[config.mk]
export PLATFORM = sky130hd
export DESIGN_NAME = p1fs_port1_function_select
export DESIGN_NICKNAME = d
export VERILOG_FILES = /design/src/common/p1fs_pkg.sv /design/src/core/p1fs_pin_drive.sv /design/src/core/p1fs_port1_function_select.sv
export SDC_FILE = /design/constraint.sdc
export NUM_CORES = 1
export LEC_CHECK = 0
export BUFFER_PORTS_ARGS = -buffer_cell sky130_fd_sc_hd__buf_4
export CELL_PAD_IN_SITES_DETAIL_PLACEMENT = 0
export CELL_PAD_IN_SITES_GLOBAL_PLACEMENT = 2
export CORE_ASPECT_RATIO = 2
export CORE_MARGIN = 5
export CORE_UTILIZATION = 18
export DETAILED_ROUTE_END_ITERATION = 12
export GPL_ROUTABILITY_DRIVEN = 0
export HOLD_SLACK_MARGIN = 0.05
export PLACE_DENSITY_LB_ADDON = 0.1
export SLEW_MARGIN = 20
export SYNTH_ARGS = -nofsm -noshare
export SYNTH_HDL_FRONTEND = slang
export SYNTH_SLANG_ARGS = --single-unit
[constraint.sdc]
create_clock -name clock -period 0.8 [get_ports clock]
set_input_delay 0.04 -clock clock [delete_from_list [all_inputs] [get_ports clock]]
set_output_delay 0.04 -clock clock [all_outputs]
set_load 0.005 [all_outputs]
[src/common/p1fs_pkg.sv]
/*
 port 1 function select package: mode and field encodings, pin indices.
 assumes nothing of its surroundings; constants only.
*/
package p1fs_pkg;
	localparam int P1FS_PINS = 6;
	localparam logic [3:0] P1FS_MD_NORMAL = 4'h0;
	localparam logic [3:0] P1FS_MD_PWM1 = 4'h2;
	localparam logic [3:0] P1FS_MD_PWM2 = 4'h3;
	localparam logic [1:0] P1FS_MD_PHASE_HI = 2'h1;
	localparam logic [1:0] P1FS_IO_CAPTURE_HI = 2'h2;
	localparam logic [1:0] P1FS_IO_OFF_LO = 2'h0;
	localparam logic [2:0] P1FS_PSC_111 = 3'h7;
	localparam logic [2:0] P1FS_PSC_101 = 3'h5;
	localparam logic [2:0] P1FS_PSC_100 = 3'h4;
	localparam logic [2:0] P1FS_RSEL_100 = 3'h4;
	localparam logic [1:0] P1FS_RSEL_01X = 2'h1;
	localparam logic [1:0] P1FS_SERIAL_GROUP_A = 2'h0;
	localparam logic [2:0] P1FS_CCLR_CH0_D = 3'h6;
	localparam logic [2:0] P1FS_CCLR_CH0_C = 3'h5;
	localparam logic [2:0] P1FS_CCLR_CH0_B = 3'h2;
	localparam logic [2:0] P1FS_CCLR_CH0_A = 3'h1;
	localparam logic [1:0] P1FS_CCLR_CH1_B = 2'h2;
	localparam logic [1:0] P1FS_CCLR_CH1_A = 2'h1;
	localparam int P1FS_IDX_10 = 0;
	localparam int P1FS_IDX_11 = 1;
	localparam int P1FS_IDX_12 = 2;
	localparam int P1FS_IDX_13 = 3;
	localparam int P1FS_IDX_14 = 4;
	localparam int P1FS_IDX_15 = 5;
	typedef enum logic [1:0] {
		P1FS_SRC_PORT,
		P1FS_SRC_PATTERN,
		P1FS_SRC_TIMER,
		P1FS_SRC_PERIPH
	} p1fs_src_e;
endpackage : p1fs_pkg

[src/core/p1fs_pin_drive.sv]
/*
 one shared pin output resolver with fixed source priority.
 assumes the select terms are computed by the parent and are synchronous.
*/
`timescale 1ns/100ps
module p1fs_pin_drive
	import p1fs_pkg::*;
(
	// clock and reset
	input wire logic clock,
	input wire logic reset_n,
	// claims and data, highest priority first
	input wire logic periph_claim,
	input wire logic periph_oe,
	input wire logic periph_data,
	input wire logic timer_claim,
	input wire logic timer_data,
	input wire logic direction,
	input wire logic pattern_enable,
	input wire logic pattern_data,
	input wire logic port_data,
	// pin drive
	output logic pin_out,
	output logic pin_oe,
	output p1fs_src_e source
);
	logic out_reg;
	logic out_next;
	logic oe_reg;
	logic oe_next;
	p1fs_src_e src_reg;
	p1fs_src_e src_next;

	always_comb begin
		out_next = port_data;
		oe_next = 1'b0;
		src_next = P1FS_SRC_PORT;
		if (periph_claim) begin
			out_next = periph_data;
			oe_next = periph_oe;
			src_next = P1FS_SRC_PERIPH;
		end else if (timer_claim) begin
			out_next = timer_data;
			oe_next = 1'b1;
			src_next = P1FS_SRC_TIMER;
		end else if (direction && pattern_enable) begin
			out_next = pattern_data;
			oe_next = 1'b1;
			src_next = P1FS_SRC_PATTERN;
		end else if (direction) begin
			oe_next = 1'b1;
		end
	end

	always_ff @(posedge clock or negedge reset_n) begin
		if (!reset_n) begin
			out_reg <= 1'b0;
			oe_reg <= 1'b0;
			src_reg <= P1FS_SRC_PORT;
		end else begin
			out_reg <= out_next;
			oe_reg <= oe_next;
			src_reg <= src_next;
		end
	end

	assign pin_out = out_reg;
	assign pin_oe = oe_reg;
	assign source = src_reg;

	chk_idle_input: assert property (@(posedge clock) disable iff (!reset_n)
		(!periph_claim && !timer_claim && !direction) |=> !pin_oe)
		else $error("unclaimed pin with direction 0 is driven");
	chk_periph_first: assert property (@(posedge clock) disable iff (!reset_n)
		periph_claim |=> (source == P1FS_SRC_PERIPH && pin_out == $past(periph_data)))
		else $error("peripheral claim lost priority");
	chk_pattern_drive: assert property (@(posedge clock) disable iff (!reset_n)
		(!periph_claim && !timer_claim && direction && pattern_enable)
		|=> (pin_oe && pin_out == $past(pattern_data)))
		else $error("pattern output not driven");
endmodule : p1fs_pin_drive

[src/core/p1fs_port1_function_select.sv]
/*
 port 1 function select for pins 15 down to 10: picks per pin among port,
 pattern, timer, dma and serial functions and fans the pin inputs out.
 assumes all control bits are synchronous levels from the peripheral units.
*/
`timescale 1ns/100ps
module p1fs_port1_function_select
	import p1fs_pkg::*;
(
	// clock and reset
	input wire logic clock,
	input wire logic reset_n,
	// shared pins 15..10 (index 0 is pin 10)
	input wire logic [5:0] pin_in,
	output logic [5:0] pin_out,
	output logic [5:0] pin_oe,
	// port registers
	input wire logic [5:0] pin_direction,
	input wire logic [5:0] port_data,
	// pattern generator
	input wire logic [5:0] pattern_output,
	input wire logic [5:0] pattern_output_enable,
	// timer channel 0
	input wire logic [3:0] timer0_mode_field,
	input wire logic [3:0] timer0_io_ctrl_a,
	input wire logic [3:0] timer0_io_ctrl_b,
	input wire logic [3:0] timer0_io_ctrl_c,
	input wire logic [3:0] timer0_io_ctrl_d,
	input wire logic [2:0] timer0_counter_clear_select,
	input wire logic buffer_mode_a,
	input wire logic buffer_mode_b,
	input wire logic [3:0] timer0_compare_out,
	// timer channel 1
	input wire logic [3:0] timer1_mode_field,
	input wire logic [3:0] timer1_io_ctrl_a,
	input wire logic [3:0] timer1_io_ctrl_b,
	input wire logic [1:0] timer1_counter_clear_select,
	input wire logic [1:0] timer1_compare_out,
	// timer prescale selects, channels 0..5, and phase counting
	input wire logic [17:0] timer_prescale_select,
	input wire logic phase_count_ch1_ch5,
	input wire logic phase_count_ch2_ch4,
	// dma controller
	input wire logic dma_compat_mode,
	input wire logic ext_single_addr_enable_0,
	input wire logic ext_single_addr_enable_1,
	input wire logic single_addr_enable_ch0,
	input wire logic single_addr_enable_ch1,
	input wire logic [2:0] dma_end_route_select_hi,
	input wire logic [2:0] dma_end_route_select_lo,
	input wire logic transfer_end_enable_ch0,
	input wire logic transfer_end_enable_ch1,
	input wire logic ext_end_route_bit0,
	input wire logic ext_end_route_bit1,
	input wire logic ext_transfer_end_enable_0,
	input wire logic ext_transfer_end_enable_1,
	input wire logic ext_transfer_end_enable_4,
	input wire logic ext_transfer_end_enable_5,
	input wire logic [5:0] dma_acknowledge,
	input wire logic [5:0] transfer_end,
	// sync serial unit
	input wire logic [1:0] serial_pin_group_select,
	input wire logic serial_in_used,
	input wire logic serial_in_drive,
	input wire logic serial_out_used,
	input wire logic serial_out_drive,
	input wire logic serial_in_data,
	input wire logic serial_out_data,
	// peripheral inputs from the pins
	output logic timer0_capcomp_a,
	output logic timer0_capcomp_b,
	output logic timer0_capcomp_c,
	output logic timer0_capcomp_d,
	output logic timer1_capcomp_a,
	output logic timer1_capcomp_b,
	output logic timer_ext_clock_a,
	output logic timer_ext_clock_b,
	output logic timer_ext_clock_c,
	output logic [5:0] dma_request,
	output logic sync_serial_in_a,
	output logic sync_serial_out_a,
	// which source drives each pin
	output p1fs_src_e [5:0] pin_source
);
	logic [5:0] periph_claim;
	logic [5:0] periph_oe;
	logic [5:0] periph_data;
	logic [5:0] timer_claim;
	logic [5:0] timer_data;
	logic [5:0] cap_sel;
	logic clk_a_sel;
	logic clk_b_sel;
	logic clk_c_sel;
	logic serial_a;
	logic ack15_1;
	logic ack15_3;
	logic ack14_0;
	logic ack14_1;
	logic [1:0] end13;
	logic [1:0] end12;
	logic [5:0] in_next;
	logic [5:0] in_reg;
	logic [8:0] fan_next;
	logic [8:0] fan_reg;
	logic [5:0] req_next;
	logic [5:0] req_reg;

	// output compare when io ctrl is 0001..0011 or 0101..0111
	function automatic logic compare_io(input logic [3:0] io);
		compare_io = !io[3] && (io[1:0] != P1FS_IO_OFF_LO);
	endfunction : compare_io

	function automatic logic capture_io(input logic [3:0] io);
		capture_io = (io[3:2] == P1FS_IO_CAPTURE_HI);
	endfunction : capture_io

	// timer channel 0 and 1 claims; pwm mode 2 cleared by that pin's own cclr
	always_comb begin
		timer_claim = '0;
		timer_data = '0;
		cap_sel = '0;
		if (timer0_mode_field == P1FS_MD_NORMAL) begin
			timer_claim[P1FS_IDX_10] = compare_io(timer0_io_ctrl_a);
			timer_claim[P1FS_IDX_11] = compare_io(timer0_io_ctrl_b);
			timer_claim[P1FS_IDX_12] = compare_io(timer0_io_ctrl_c);
			timer_claim[P1FS_IDX_13] = compare_io(timer0_io_ctrl_d);
			cap_sel[P1FS_IDX_10] = capture_io(timer0_io_ctrl_a);
			cap_sel[P1FS_IDX_11] = capture_io(timer0_io_ctrl_b);
			cap_sel[P1FS_IDX_12] = capture_io(timer0_io_ctrl_c);
			cap_sel[P1FS_IDX_13] = capture_io(timer0_io_ctrl_d);
		end else if (timer0_mode_field == P1FS_MD_PWM1) begin
			// pwm mode 1 uses the a/c pin; b/d outputs are disabled
			timer_claim[P1FS_IDX_10] = timer0_io_ctrl_a[1:0] != P1FS_IO_OFF_LO;
			timer_claim[P1FS_IDX_12] = (timer0_io_ctrl_c[1:0] != P1FS_IO_OFF_LO)
				&& !buffer_mode_a && !buffer_mode_b;
		end else if (timer0_mode_field == P1FS_MD_PWM2) begin
			// an io field of xx00 leaves the pin to the port even in pwm mode 2
			timer_claim[P1FS_IDX_10] = timer0_counter_clear_select != P1FS_CCLR_CH0_A
				&& timer0_io_ctrl_a[1:0] != P1FS_IO_OFF_LO;
			timer_claim[P1FS_IDX_11] = timer0_counter_clear_select != P1FS_CCLR_CH0_B
				&& timer0_io_ctrl_b[1:0] != P1FS_IO_OFF_LO;
			timer_claim[P1FS_IDX_12] = timer0_counter_clear_select != P1FS_CCLR_CH0_C
				&& timer0_io_ctrl_c[1:0] != P1FS_IO_OFF_LO;
			timer_claim[P1FS_IDX_13] = timer0_counter_clear_select != P1FS_CCLR_CH0_D
				&& timer0_io_ctrl_d[1:0] != P1FS_IO_OFF_LO;
		end
		if (timer1_mode_field == P1FS_MD_NORMAL || timer1_mode_field[3:2] == P1FS_MD_PHASE_HI) begin
			timer_claim[P1FS_IDX_14] = compare_io(timer1_io_ctrl_a);
			timer_claim[P1FS_IDX_15] = compare_io(timer1_io_ctrl_b);
			cap_sel[P1FS_IDX_14] = capture_io(timer1_io_ctrl_a);
			cap_sel[P1FS_IDX_15] = capture_io(timer1_io_ctrl_b);
		end else if (timer1_mode_field == P1FS_MD_PWM1) begin
			timer_claim[P1FS_IDX_14] = timer1_io_ctrl_a[1:0] != P1FS_IO_OFF_LO;
		end else if (timer1_mode_field == P1FS_MD_PWM2) begin
			timer_claim[P1FS_IDX_14] = timer1_counter_clear_select != P1FS_CCLR_CH1_A
				&& timer1_io_ctrl_a[1:0] != P1FS_IO_OFF_LO;
			timer_claim[P1FS_IDX_15] = timer1_counter_clear_select != P1FS_CCLR_CH1_B
				&& timer1_io_ctrl_b[1:0] != P1FS_IO_OFF_LO;
		end
		timer_data = {timer1_compare_out[1], timer1_compare_out[0], timer0_compare_out[3],
			timer0_compare_out[2], timer0_compare_out[1], timer0_compare_out[0]};
	end

	// external clock selects, three prescale bits per channel
	always_comb begin
		clk_a_sel = phase_count_ch1_ch5;
		clk_b_sel = phase_count_ch1_ch5;
		for (int ch = 0; ch < 6; ch++) begin
			if (timer_prescale_select[3 * ch +: 3] == P1FS_PSC_100) begin
				clk_a_sel = 1'b1;
			end
			if (ch < 3 && timer_prescale_select[3 * ch +: 3] == P1FS_PSC_101) begin
				clk_b_sel = 1'b1;
			end
		end
		clk_c_sel = phase_count_ch2_ch4
			|| timer_prescale_select[2:0] == P1FS_PSC_111
			|| timer_prescale_select[8:6] == P1FS_PSC_111
			|| timer_prescale_select[14:12] == P1FS_PSC_101
			|| timer_prescale_select[17:15] == P1FS_PSC_101;
	end

	// dma acknowledge, transfer end and serial claims
	always_comb begin
		serial_a = serial_pin_group_select == P1FS_SERIAL_GROUP_A;
		ack15_1 = !dma_compat_mode && ext_single_addr_enable_1;
		ack15_3 = dma_compat_mode && single_addr_enable_ch1;
		ack14_0 = !dma_compat_mode && ext_single_addr_enable_0;
		ack14_1 = dma_compat_mode && single_addr_enable_ch0;
		end13 = '0;
		end12 = '0;
		if (dma_compat_mode) begin
			if (dma_end_route_select_hi == P1FS_RSEL_100 && transfer_end_enable_ch1) begin
				end13 = 2'h1;
			end else if (dma_end_route_select_hi[2:1] == P1FS_RSEL_01X
				&& transfer_end_enable_ch1) begin
				end13 = 2'h2;
			end
			if (dma_end_route_select_lo == P1FS_RSEL_100 && transfer_end_enable_ch0) begin
				end12 = 2'h1;
			end else if (dma_end_route_select_lo[2:1] == P1FS_RSEL_01X
				&& transfer_end_enable_ch0) begin
				end12 = 2'h2;
			end
		end else begin
			if (ext_end_route_bit1 && ext_transfer_end_enable_5) begin
				end13 = 2'h1;
			end else if (!ext_end_route_bit1 && ext_transfer_end_enable_1) begin
				end13 = 2'h3;
			end
			if (ext_end_route_bit0 && ext_transfer_end_enable_4) begin
				end12 = 2'h1;
			end else if (!ext_end_route_bit0 && ext_transfer_end_enable_0) begin
				end12 = 2'h3;
			end
		end
		periph_claim = '0;
		periph_oe = '0;
		periph_data = '0;
		// end codes: 1 upper end signal, 2 middle, 3 lower
		periph_claim[P1FS_IDX_13] = end13 != 2'h0;
		periph_oe[P1FS_IDX_13] = end13 != 2'h0;
		periph_data[P1FS_IDX_13] = (end13 == 2'h1) ? transfer_end[5]
			: (end13 == 2'h2) ? transfer_end[3] : transfer_end[1];
		periph_claim[P1FS_IDX_12] = end12 != 2'h0;
		periph_oe[P1FS_IDX_12] = end12 != 2'h0;
		periph_data[P1FS_IDX_12] = (end12 == 2'h1) ? transfer_end[4]
			: (end12 == 2'h2) ? transfer_end[1] : transfer_end[0];
		// serial first: software keeps dma off while the serial unit owns the pin
		if (serial_a && serial_in_used) begin
			periph_claim[P1FS_IDX_15] = 1'b1;
			periph_oe[P1FS_IDX_15] = serial_in_drive;
			periph_data[P1FS_IDX_15] = serial_in_data;
		end else if (ack15_1 || ack15_3) begin
			periph_claim[P1FS_IDX_15] = 1'b1;
			periph_oe[P1FS_IDX_15] = 1'b1;
			periph_data[P1FS_IDX_15] = ack15_1 ? dma_acknowledge[1] : dma_acknowledge[3];
		end
		if (serial_a && serial_out_used) begin
			periph_claim[P1FS_IDX_14] = 1'b1;
			periph_oe[P1FS_IDX_14] = serial_out_drive;
			periph_data[P1FS_IDX_14] = serial_out_data;
		end else if (ack14_0 || ack14_1) begin
			periph_claim[P1FS_IDX_14] = 1'b1;
			periph_oe[P1FS_IDX_14] = 1'b1;
			periph_data[P1FS_IDX_14] = ack14_0 ? dma_acknowledge[0] : dma_acknowledge[1];
		end
	end

	// input fan-out: pin samples are registered to keep peripheral inputs glitch free
	always_comb begin
		in_next = pin_in & cap_sel;
		fan_next = {serial_a & pin_in[P1FS_IDX_14], serial_a & pin_in[P1FS_IDX_15],
			clk_c_sel & pin_in[P1FS_IDX_15], clk_b_sel & pin_in[P1FS_IDX_13],
			clk_a_sel & pin_in[P1FS_IDX_12], 4'h0};
		req_next = '0;
		req_next[0] = !dma_compat_mode & pin_in[P1FS_IDX_10];
		req_next[1] = dma_compat_mode ? pin_in[P1FS_IDX_10] : pin_in[P1FS_IDX_11];
		req_next[3] = dma_compat_mode & pin_in[P1FS_IDX_11];
		req_next[4] = pin_in[P1FS_IDX_10];
		req_next[5] = pin_in[P1FS_IDX_11];
	end

	always_ff @(posedge clock or negedge reset_n) begin
		if (!reset_n) begin
			in_reg <= '0;
			fan_reg <= '0;
			req_reg <= '0;
		end else begin
			in_reg <= in_next;
			fan_reg <= fan_next;
			req_reg <= req_next;
		end
	end

	assign timer0_capcomp_a = in_reg[P1FS_IDX_10];
	assign timer0_capcomp_b = in_reg[P1FS_IDX_11];
	assign timer0_capcomp_c = in_reg[P1FS_IDX_12];
	assign timer0_capcomp_d = in_reg[P1FS_IDX_13];
	assign timer1_capcomp_a = in_reg[P1FS_IDX_14];
	assign timer1_capcomp_b = in_reg[P1FS_IDX_15];
	assign timer_ext_clock_a = fan_reg[4];
	assign timer_ext_clock_b = fan_reg[5];
	assign timer_ext_clock_c = fan_reg[6];
	assign sync_serial_in_a = fan_reg[7];
	assign sync_serial_out_a = fan_reg[8];
	assign dma_request = req_reg;

	for (genvar i = 0; i < P1FS_PINS; i++) begin : g_pin
		p1fs_pin_drive u_drive (
			.clock(clock),
			.reset_n(reset_n),
			.periph_claim(periph_claim[i]),
			.periph_oe(periph_oe[i]),
			.periph_data(periph_data[i]),
			.timer_claim(timer_claim[i]),
			.timer_data(timer_data[i]),
			.direction(pin_direction[i]),
			.pattern_enable(pattern_output_enable[i]),
			.pattern_data(pattern_output[i]),
			.port_data(port_data[i]),
			.pin_out(pin_out[i]),
			.pin_oe(pin_oe[i]),
			.source(pin_source[i])
		);
	end

	chk_cap_b1_route: assert property (@(posedge clock) disable iff (!reset_n)
		(timer1_mode_field == P1FS_MD_NORMAL && timer1_io_ctrl_b[3:2] == 2'h2)
		|=> timer1_capcomp_b == $past(pin_in[5]))
		else $error("pin15 not routed to timer1 capture b");
	chk_cap_d0_route: assert property (@(posedge clock) disable iff (!reset_n)
		(timer0_mode_field != P1FS_MD_NORMAL) |=> !timer0_capcomp_d)
		else $error("pin13 captured outside normal mode");
	chk_clk_a_route: assert property (@(posedge clock) disable iff (!reset_n)
		(timer_prescale_select[11:9] == 3'h4) |=> timer_ext_clock_a == $past(pin_in[2]))
		else $error("pin12 not routed to external clock a");
	chk_req_compat: assert property (@(posedge clock) disable iff (!reset_n)
		dma_compat_mode |=> (dma_request[3] == $past(pin_in[1]) && !dma_request[0]))
		else $error("dma request routing wrong in compat mode");
	chk_req_always: assert property (@(posedge clock) disable iff (!reset_n)
		1'b1 |=> dma_request[4] == $past(pin_in[0]))
		else $error("dma request 4 not following pin10");
	chk_ack_pin15: assert property (@(posedge clock) disable iff (!reset_n)
		(serial_pin_group_select != 2'h0 && dma_compat_mode && single_addr_enable_ch1)
		|=> (pin_oe[5] && pin_out[5] == $past(dma_acknowledge[3])))
		else $error("pin15 does not carry acknowledge 3");
	chk_buffer_mute: assert property (@(posedge clock) disable iff (!reset_n)
		(timer0_mode_field == P1FS_MD_PWM1 && (buffer_mode_a || buffer_mode_b) && end12 == 2'h0)
		|=> pin_source[2] != P1FS_SRC_TIMER)
		else $error("pwm1 output on pin12 under buffer mode");
	chk_end_pin13: assert property (@(posedge clock) disable iff (!reset_n)
		(!dma_compat_mode && ext_end_route_bit1 && ext_transfer_end_enable_5)
		|=> (pin_oe[3] && pin_out[3] == $past(transfer_end[5])))
		else $error("pin13 does not carry end signal 5");
endmodule : p1fs_port1_function_select

==> impl_metrics.yaml, run 1 <==
sta:
  fin_crit_sh_pct: 146
  rsz0062_at_grt: "true"
  finalCriticalPeriod_ns: 1.17
  whs_ns: -0.0412
  worst_slack_ns: -0.371
  setup-violations-final: 62
  hold_violations: 1
  final_max_slew_viol_count: 0
  max_clock_freq_mhz: 854
cells_and_area:
  drive_above_1_share_pct: 61.9
  synthToLayoutAreaGrowth_pct: 124
  largest_register_ffs: 12
  diodes: 0
  fillerInstances: 1193
  post-route-util_pct: 41.1
  nets: 584
yosys:
  synth_common_cells: "dfrtp_1 (40), buf_4 (13), nand2_1 (12)"
  syn_inst: 206
  synth_compound_area_share_pct: 16.4
  synthArstFlopShare_pct: 100
  synth_nets: 342
  synth_seq_cells: 40
  synth-main-ff-cell: "dfrtp_1"
  yosysTopAreaCellShare_pct: 46.6
  synth.area.mux_share_pct: 6.46
  synth_top_family_by_area: "simple AND/OR/NAND/NOR gates"
  yosys.area.top_type: "dfrtp_1"
  synth-edff-count: 0
  syn_area_sq_um: 2150
  synthAdderAreaFrac_pct: 0
  synth-xor-area-share_pct: 0
  ys_top_cells_by_area: "dfrtp_1 (47%), buf_4 (4.5%), mux2_2 (3.7%)"
  synth.avg_cell_area_sq_um: 10.4
  yosysWarnings: 0
  synth_cell_types: 50
  yosysMostFrequentCell: "dfrtp_1"
  yosys.area_share.simple_pct: 24.5
  yosysSeqAreaShare_pct: 46.6
power_and_ir_drop:
  max-vdd-ir-drop_uv: 652
  p_switching_mw: 1.52
  p_leak_nw: 2.27
  p_sw_share_pct: 24.5
  clkPwrFrac_pct: 33.1
  p_int_mw: 4.68
  p_per_area_nw_per_um2: 1290
  p_comb_share_pct: 30.8
  p_seq_share_pct: 36.1
grt:
  antenna_found_initial: 0
  grtUsageMet3_pct: 2.90
  top_usage_layer: "met2"
  grt_first_pass_wirelength_mm: 14.5
  grt_max_degree: 21
  grt_overflow: 0
  use_met1_pct: 11.7
  grt_pass1_vias: 2952
  met2_usage_pct: 27.7
  grt_usage_pct: 13.3
placed_design:
  portBuffers: 171
  dpl.hpwl_mm: 8.13
critical_path:
  critPathCaptureType: "flip-flop"
  cp.arrival_ns: 1.34
  cp_cell_sequence: "buf_8 > or4_4 > a2bb2oi_4 > o31a_1 > a32o_1"
  cp-startpoint: "timer0_mode_field[0]"
  required_ns: 0.97
  cp-start-kind: "input pin"
  critical_path_class: "input pin to flip-flop"
  crit_fanout: 4
  cp_slowest_cell: "or4_4"
  cpPeakStageDelay_ns: 0.55
routing:
  drtIter0Drc: 54
  ant_nets: 0
  route.detailed.drc: 0
  wirelength_mm: 9.56
  num_vias: 2521
  dr.pass1.iters: 4
  via_per_inst: 4.24
  wl_per_cell_um: 16.1
die:
  die_x_um: 87.3
  io_pins: 177
  rows: 56
  die_y_um: 165
  dieArea_sq_um: 14400
  initial_core_util_pct: 18.4
  core_region_area_sq_um: 11700
clock_tree:
  cts_tree: "yes"
  htreeDepth: 2
  clk_path_buf_depth: 2
  clock_sinks: 40
  clkTransAtPathRegs_ns: 0.06
  cts_buffers: 5
  cts_root_buffer: "clkbuf_16"
status:
  status: "finished, violations left"
  violations: "negative hold slack, negative setup slack"
worst_hold_path:
  hp-start: "pin_direction[0]"
  min_path_type: "input pin to flip-flop"
  hold_end: "g_pin[0].u_drive.pin_oe$_DFF_PN0_"
  hold_path_depth: 2
job:
  cap_violations: 0
[through the flow]
step / setup TNS [ns] / cells / setup WS (ns) / cell area, sq um / power [mW]
global route: -6.12 / 594 / -0.408 / 4810 / 6.53
floorplan: -4.03 / 206 / -0.529 / 2280 / 2.80
CTS: -5.35 / 596 / -0.379 / 4800 / 6.32
global placement: -11.55 / 551 / -0.722 / 3970 / 3.84
finish: -4.15 / 594 / -0.371 / 4810 / 6.20
detailed placement: -11.83 / 551 / -0.736 / 3970 / 3.85
[cell families (layout without fill, tap and decap cells)]
| family | Yosys count | after routing |
|---|---|---|
| muxes | 13 | 13 |
| and+or+nand+nor | 85 | 85 |
| buffers and inverters | 20 | 263 |
| DFF | 40 | 40 |
| AOI/OAI and AO/OA | 47 | 47 |
| other | 1 | 1 |
[routing by layer]
| layer | up-vias | share of wire, % | routed length (um) |
|---|---|---|---|
| met1 | 1164 | 29 | 2810 |
| met2 | 110 | 62 | 5920 |
| li1 | 1238 | - | - |
| met4 | 0 | 1.7 | 164 |
| met5 | - | 0 | 0 |
| met3 | 9 | 7.0 | 666 |
[how the worst max path moves through the flow]
stage / endpoint / cells past startpoint
after global routing: g_pin[3].u_drive.pin_out$_DFF_PN0_ / 5
after floorplan: g_pin[3].u_drive.pin_out$_DFF_PN0_ / 4
final: g_pin[3].u_drive.pin_out$_DFF_PN0_ / 5
after detailed placement: g_pin[3].u_drive.pin_out$_DFF_PN0_ / 5
after CTS: g_pin[3].u_drive.pin_out$_DFF_PN0_ / 5
after global placement: g_pin[3].u_drive.pin_out$_DFF_PN0_ / 5
[power groups by stage]
| stage | clock [mW] | combinational (mW) | sequential [mW] |
|---|---|---|---|
| floorplan | 0 | 0.544 | 2.25 |
| global placement | 0 | 1.60 | 2.24 |
| finish | 2.05 | 1.91 | 2.24 |
| global route | 2.21 | 2.07 | 2.25 |
| detailed placement | 0 | 1.61 | 2.24 |
| CTS | 2.13 | 1.95 | 2.24 |
[layout by cell type, fill, tap and decap left out, drive strengths merged, types with 2 or more instances in the layout]
master,count
or3b,4
nand3b,7
or2,3
o21ai,9
a221oi,2
and2,4
mux2i,6
clkbuf,8
nor4,4
o32a,2
and3b,2
dfrtp,40
nor3b,7
nand3,2
nand4b,4
nand2b,9
a32o,3
inv,5
o31a,3
o2bb2ai,2
a21oi,7
buf,224
mux2,7
o32ai,2
nor2b,5
nor3,6
dlygate4sd3,26
nand2,12
o21a,2
nor2,11
a22oi,2
[repair_timing]
item,in CTS,in global routing
hold endpoints to repair,68,7
setup endpoints to repair,60,67
resized for setup,81,7
pin swaps,22,12
buffers inserted,13,0
hold buffers,26,1
[layout make-up]
type | count | area [sq um] | share of cell area (%)
Clock buffer | 8 | 146 | 3.04
Sequential cell | 40 | 1000 | 20.8
Multi-Input combinational cell | 146 | 1290 | 26.8
Timing Repair Buffer | 250 | 2170 | 45.1
Tap cell | 145 | 181 | 3.77
Inverter | 5 | 18.8 | 0.390
[critical path: cells and delay by family]
kind	cells	cell delay, ns
AOI/OAI and AO/OA	3	0.65
buffers and inverters	1	0.10
and+or+nand+nor	1	0.55
Power figures use the tool's default switching activity.
==> run 2, diff against run 1 <==
--- a/config.mk
+++ b/config.mk
@@ -14,7 +14,7 @@
 export DETAILED_ROUTE_END_ITERATION = 12
 export GPL_ROUTABILITY_DRIVEN = 0
 export HOLD_SLACK_MARGIN = 0.05
-export PLACE_DENSITY_LB_ADDON = 0.1
+export PLACE_DENSITY_LB_ADDON = 0.15
 export SLEW_MARGIN = 20
 export SYNTH_ARGS = -nofsm -noshare
 export SYNTH_HDL_FRONTEND = slang
==> run 2 against run 1 <==
  * The flow still finishes with violations (negative hold slack, negative setup slack)
  * Sequential cell count unchanged
  * Critical path depth unchanged
  * Final cell count unchanged
  * First-iteration DRC count decreased by 17%
  * Maximum frequency decreased by 2.8%
  * Sequential power about the same
  * Critical endpoint unchanged
  * Largest cell class unchanged
==> impl_metrics.yaml, run 2 (synthesis results as in run 1) <==
status:
  status: "finished, violations left"
  violations: "negative hold slack, negative setup slack"
die:
  die_x_um: 87.3
  initial_core_util_pct: 18.4
  core_region_area_sq_um: 11700
  rows: 56
  die_y_um: 165
  dieArea_sq_um: 14400
  io_pins: 177
routing:
  ant_nets: 0
  route.detailed.drc: 0
  drtIter0Drc: 45
  wirelength_mm: 9.80
  via_per_inst: 4.30
  wl_per_cell_um: 16.5
  dr.pass1.iters: 6
  num_vias: 2552
sta:
  max_clock_freq_mhz: 830
  hold_violations: 1
  whs_ns: -0.0478
  final_max_slew_viol_count: 0
  fin_crit_sh_pct: 151
  setup_tns_ns: -4.52
  setup-violations-final: 60
  rsz0062_at_grt: "true"
  finalCriticalPeriod_ns: 1.20
  worst_slack_ns: -0.404
power_and_ir_drop:
  p_leak_nw: 2.28
  p_per_area_nw_per_um2: 1320
  max-vdd-ir-drop_uv: 770
grt:
  antenna_found_initial: 0
  grt_overflow: 0
  grt_pass1_vias: 2887
  grt_usage_pct: 13.1
  grt_max_degree: 17
  grt_first_pass_wirelength_mm: 14.2
clock_tree:
  htreeDepth: 2
  clkTransAtPathRegs_ns: 0.06
  cts_buffers: 5
  clock_sinks: 40
  clk_path_buf_depth: 2
  cts_root_buffer: "clkbuf_16"
  cts_tree: "yes"
critical_path:
  cp-start-kind: "input pin"
  critPathCaptureType: "flip-flop"
  cp_cell_sequence: "buf_12 > or4_4 > a2bb2oi_4 > o31a_1 > a32o_1"
  critical_path_class: "input pin to flip-flop"
  critical_path.top_delay_family: "compound AO/OA/AOI/OAI gates"
  cp-startpoint: "timer0_mode_field[3]"
  cpPeakStageDelay_ns: 0.56
  crit_fanout: 3
  cp_slowest_cell: "or4_4"
  required_ns: 0.97
  cp.arrival_ns: 1.37
  path_buf_inv: 1
cells_and_area:
  nets: 584
  largest_register_ffs: 12
  final_common_cell: "buf_4"
  diodes: 0
  stdcell_count: 594
  synthToLayoutAreaGrowth_pct: 127
  drive_above_1_share_pct: 62.4
  design_area_sq_um: 4880
  post-route-util_pct: 41.7
  layout_common_cells: "buf_4 (163), buf_6 (53), dfrtp_1 (40)"
placed_design:
  dpl.hpwl_mm: 8.30
  portBuffers: 171
  placed_cell_area_sq_um: 3960
  dp_cells: 551
job:
  cap_violations: 0
worst_hold_path:
  hp-start: "pin_direction[0]"
  min_path_type: "input pin to flip-flop"
-- run 2: worst paths after layout --
kind | end | slack (ns) | cells past startpoint
max in group asynchronous | g_pin[1].u_drive.source[0]$_DFF_PN0_ | 0.24 | 3
min | g_pin[0].u_drive.pin_oe$_DFF_PN0_ | -0.05 | 2
max | g_pin[3].u_drive.pin_out$_DFF_PN0_ | -0.40 | 5
min in group asynchronous | g_pin[4].u_drive.source[1]$_DFF_PN0_ | 0.16 | 2
-- run 2: cell type report --
class | count | area (sq um)
inverters | 5 | 18.8
clock inverters | 2 | 35.0
fillers | 1157 | 6820
clock buffers | 6 | 129
repair buffers | 250 | 2210
well taps | 145 | 181
multi-input cells | 146 | 1300
flip-flops and latches | 40 | 1000
-- run 2: per-layer routing --
metal | wire (um) | GRT usage (%) | up-vias
li1 | - | - | 1236
met1 | 2850 | 10.9 | 1208
met2 | 6260 | 28.4 | 101
met3 | 553 | 2.25 | 7
met4 | 139 | 4.40 | 0
met5 | 0 | 0 | -
-- run 2: power by group --
| part | switching, mW | total (mW) | internal [mW] | leakage (nW) |
|---|---|---|---|---|
| Sequential | 0.0683 | 2.24 | 2.17 | 0.487 |
| Clock | 0.815 | 2.28 | 1.47 | 0.0808 |
| Combinational | 0.660 | 1.94 | 1.28 | 1.71 |
-- run 2: through the flow --
step / total power [mW] / hold slack [ns] / worst slack, ns
final: 6.46 / -0.0478 / -0.404
after detailed placement: 3.85 / -0.0744 / -0.764
after global placement: 3.83 / -0.0745 / -0.724
after floorplan: 2.80 / -0.256 / -0.529
after global routing: 6.78 / -0.0486 / -0.449
after CTS: 6.50 / -0.0949 / -0.425
-- run 2: what timing repair did --
item,4_1_cts,5_1_grt
setup endpoints to repair,60,64
endpoints found under the hold margin,66,6
buffers inserted,6,6
resized for setup,71,23
pin swaps,18,24
hold buffers,25,4
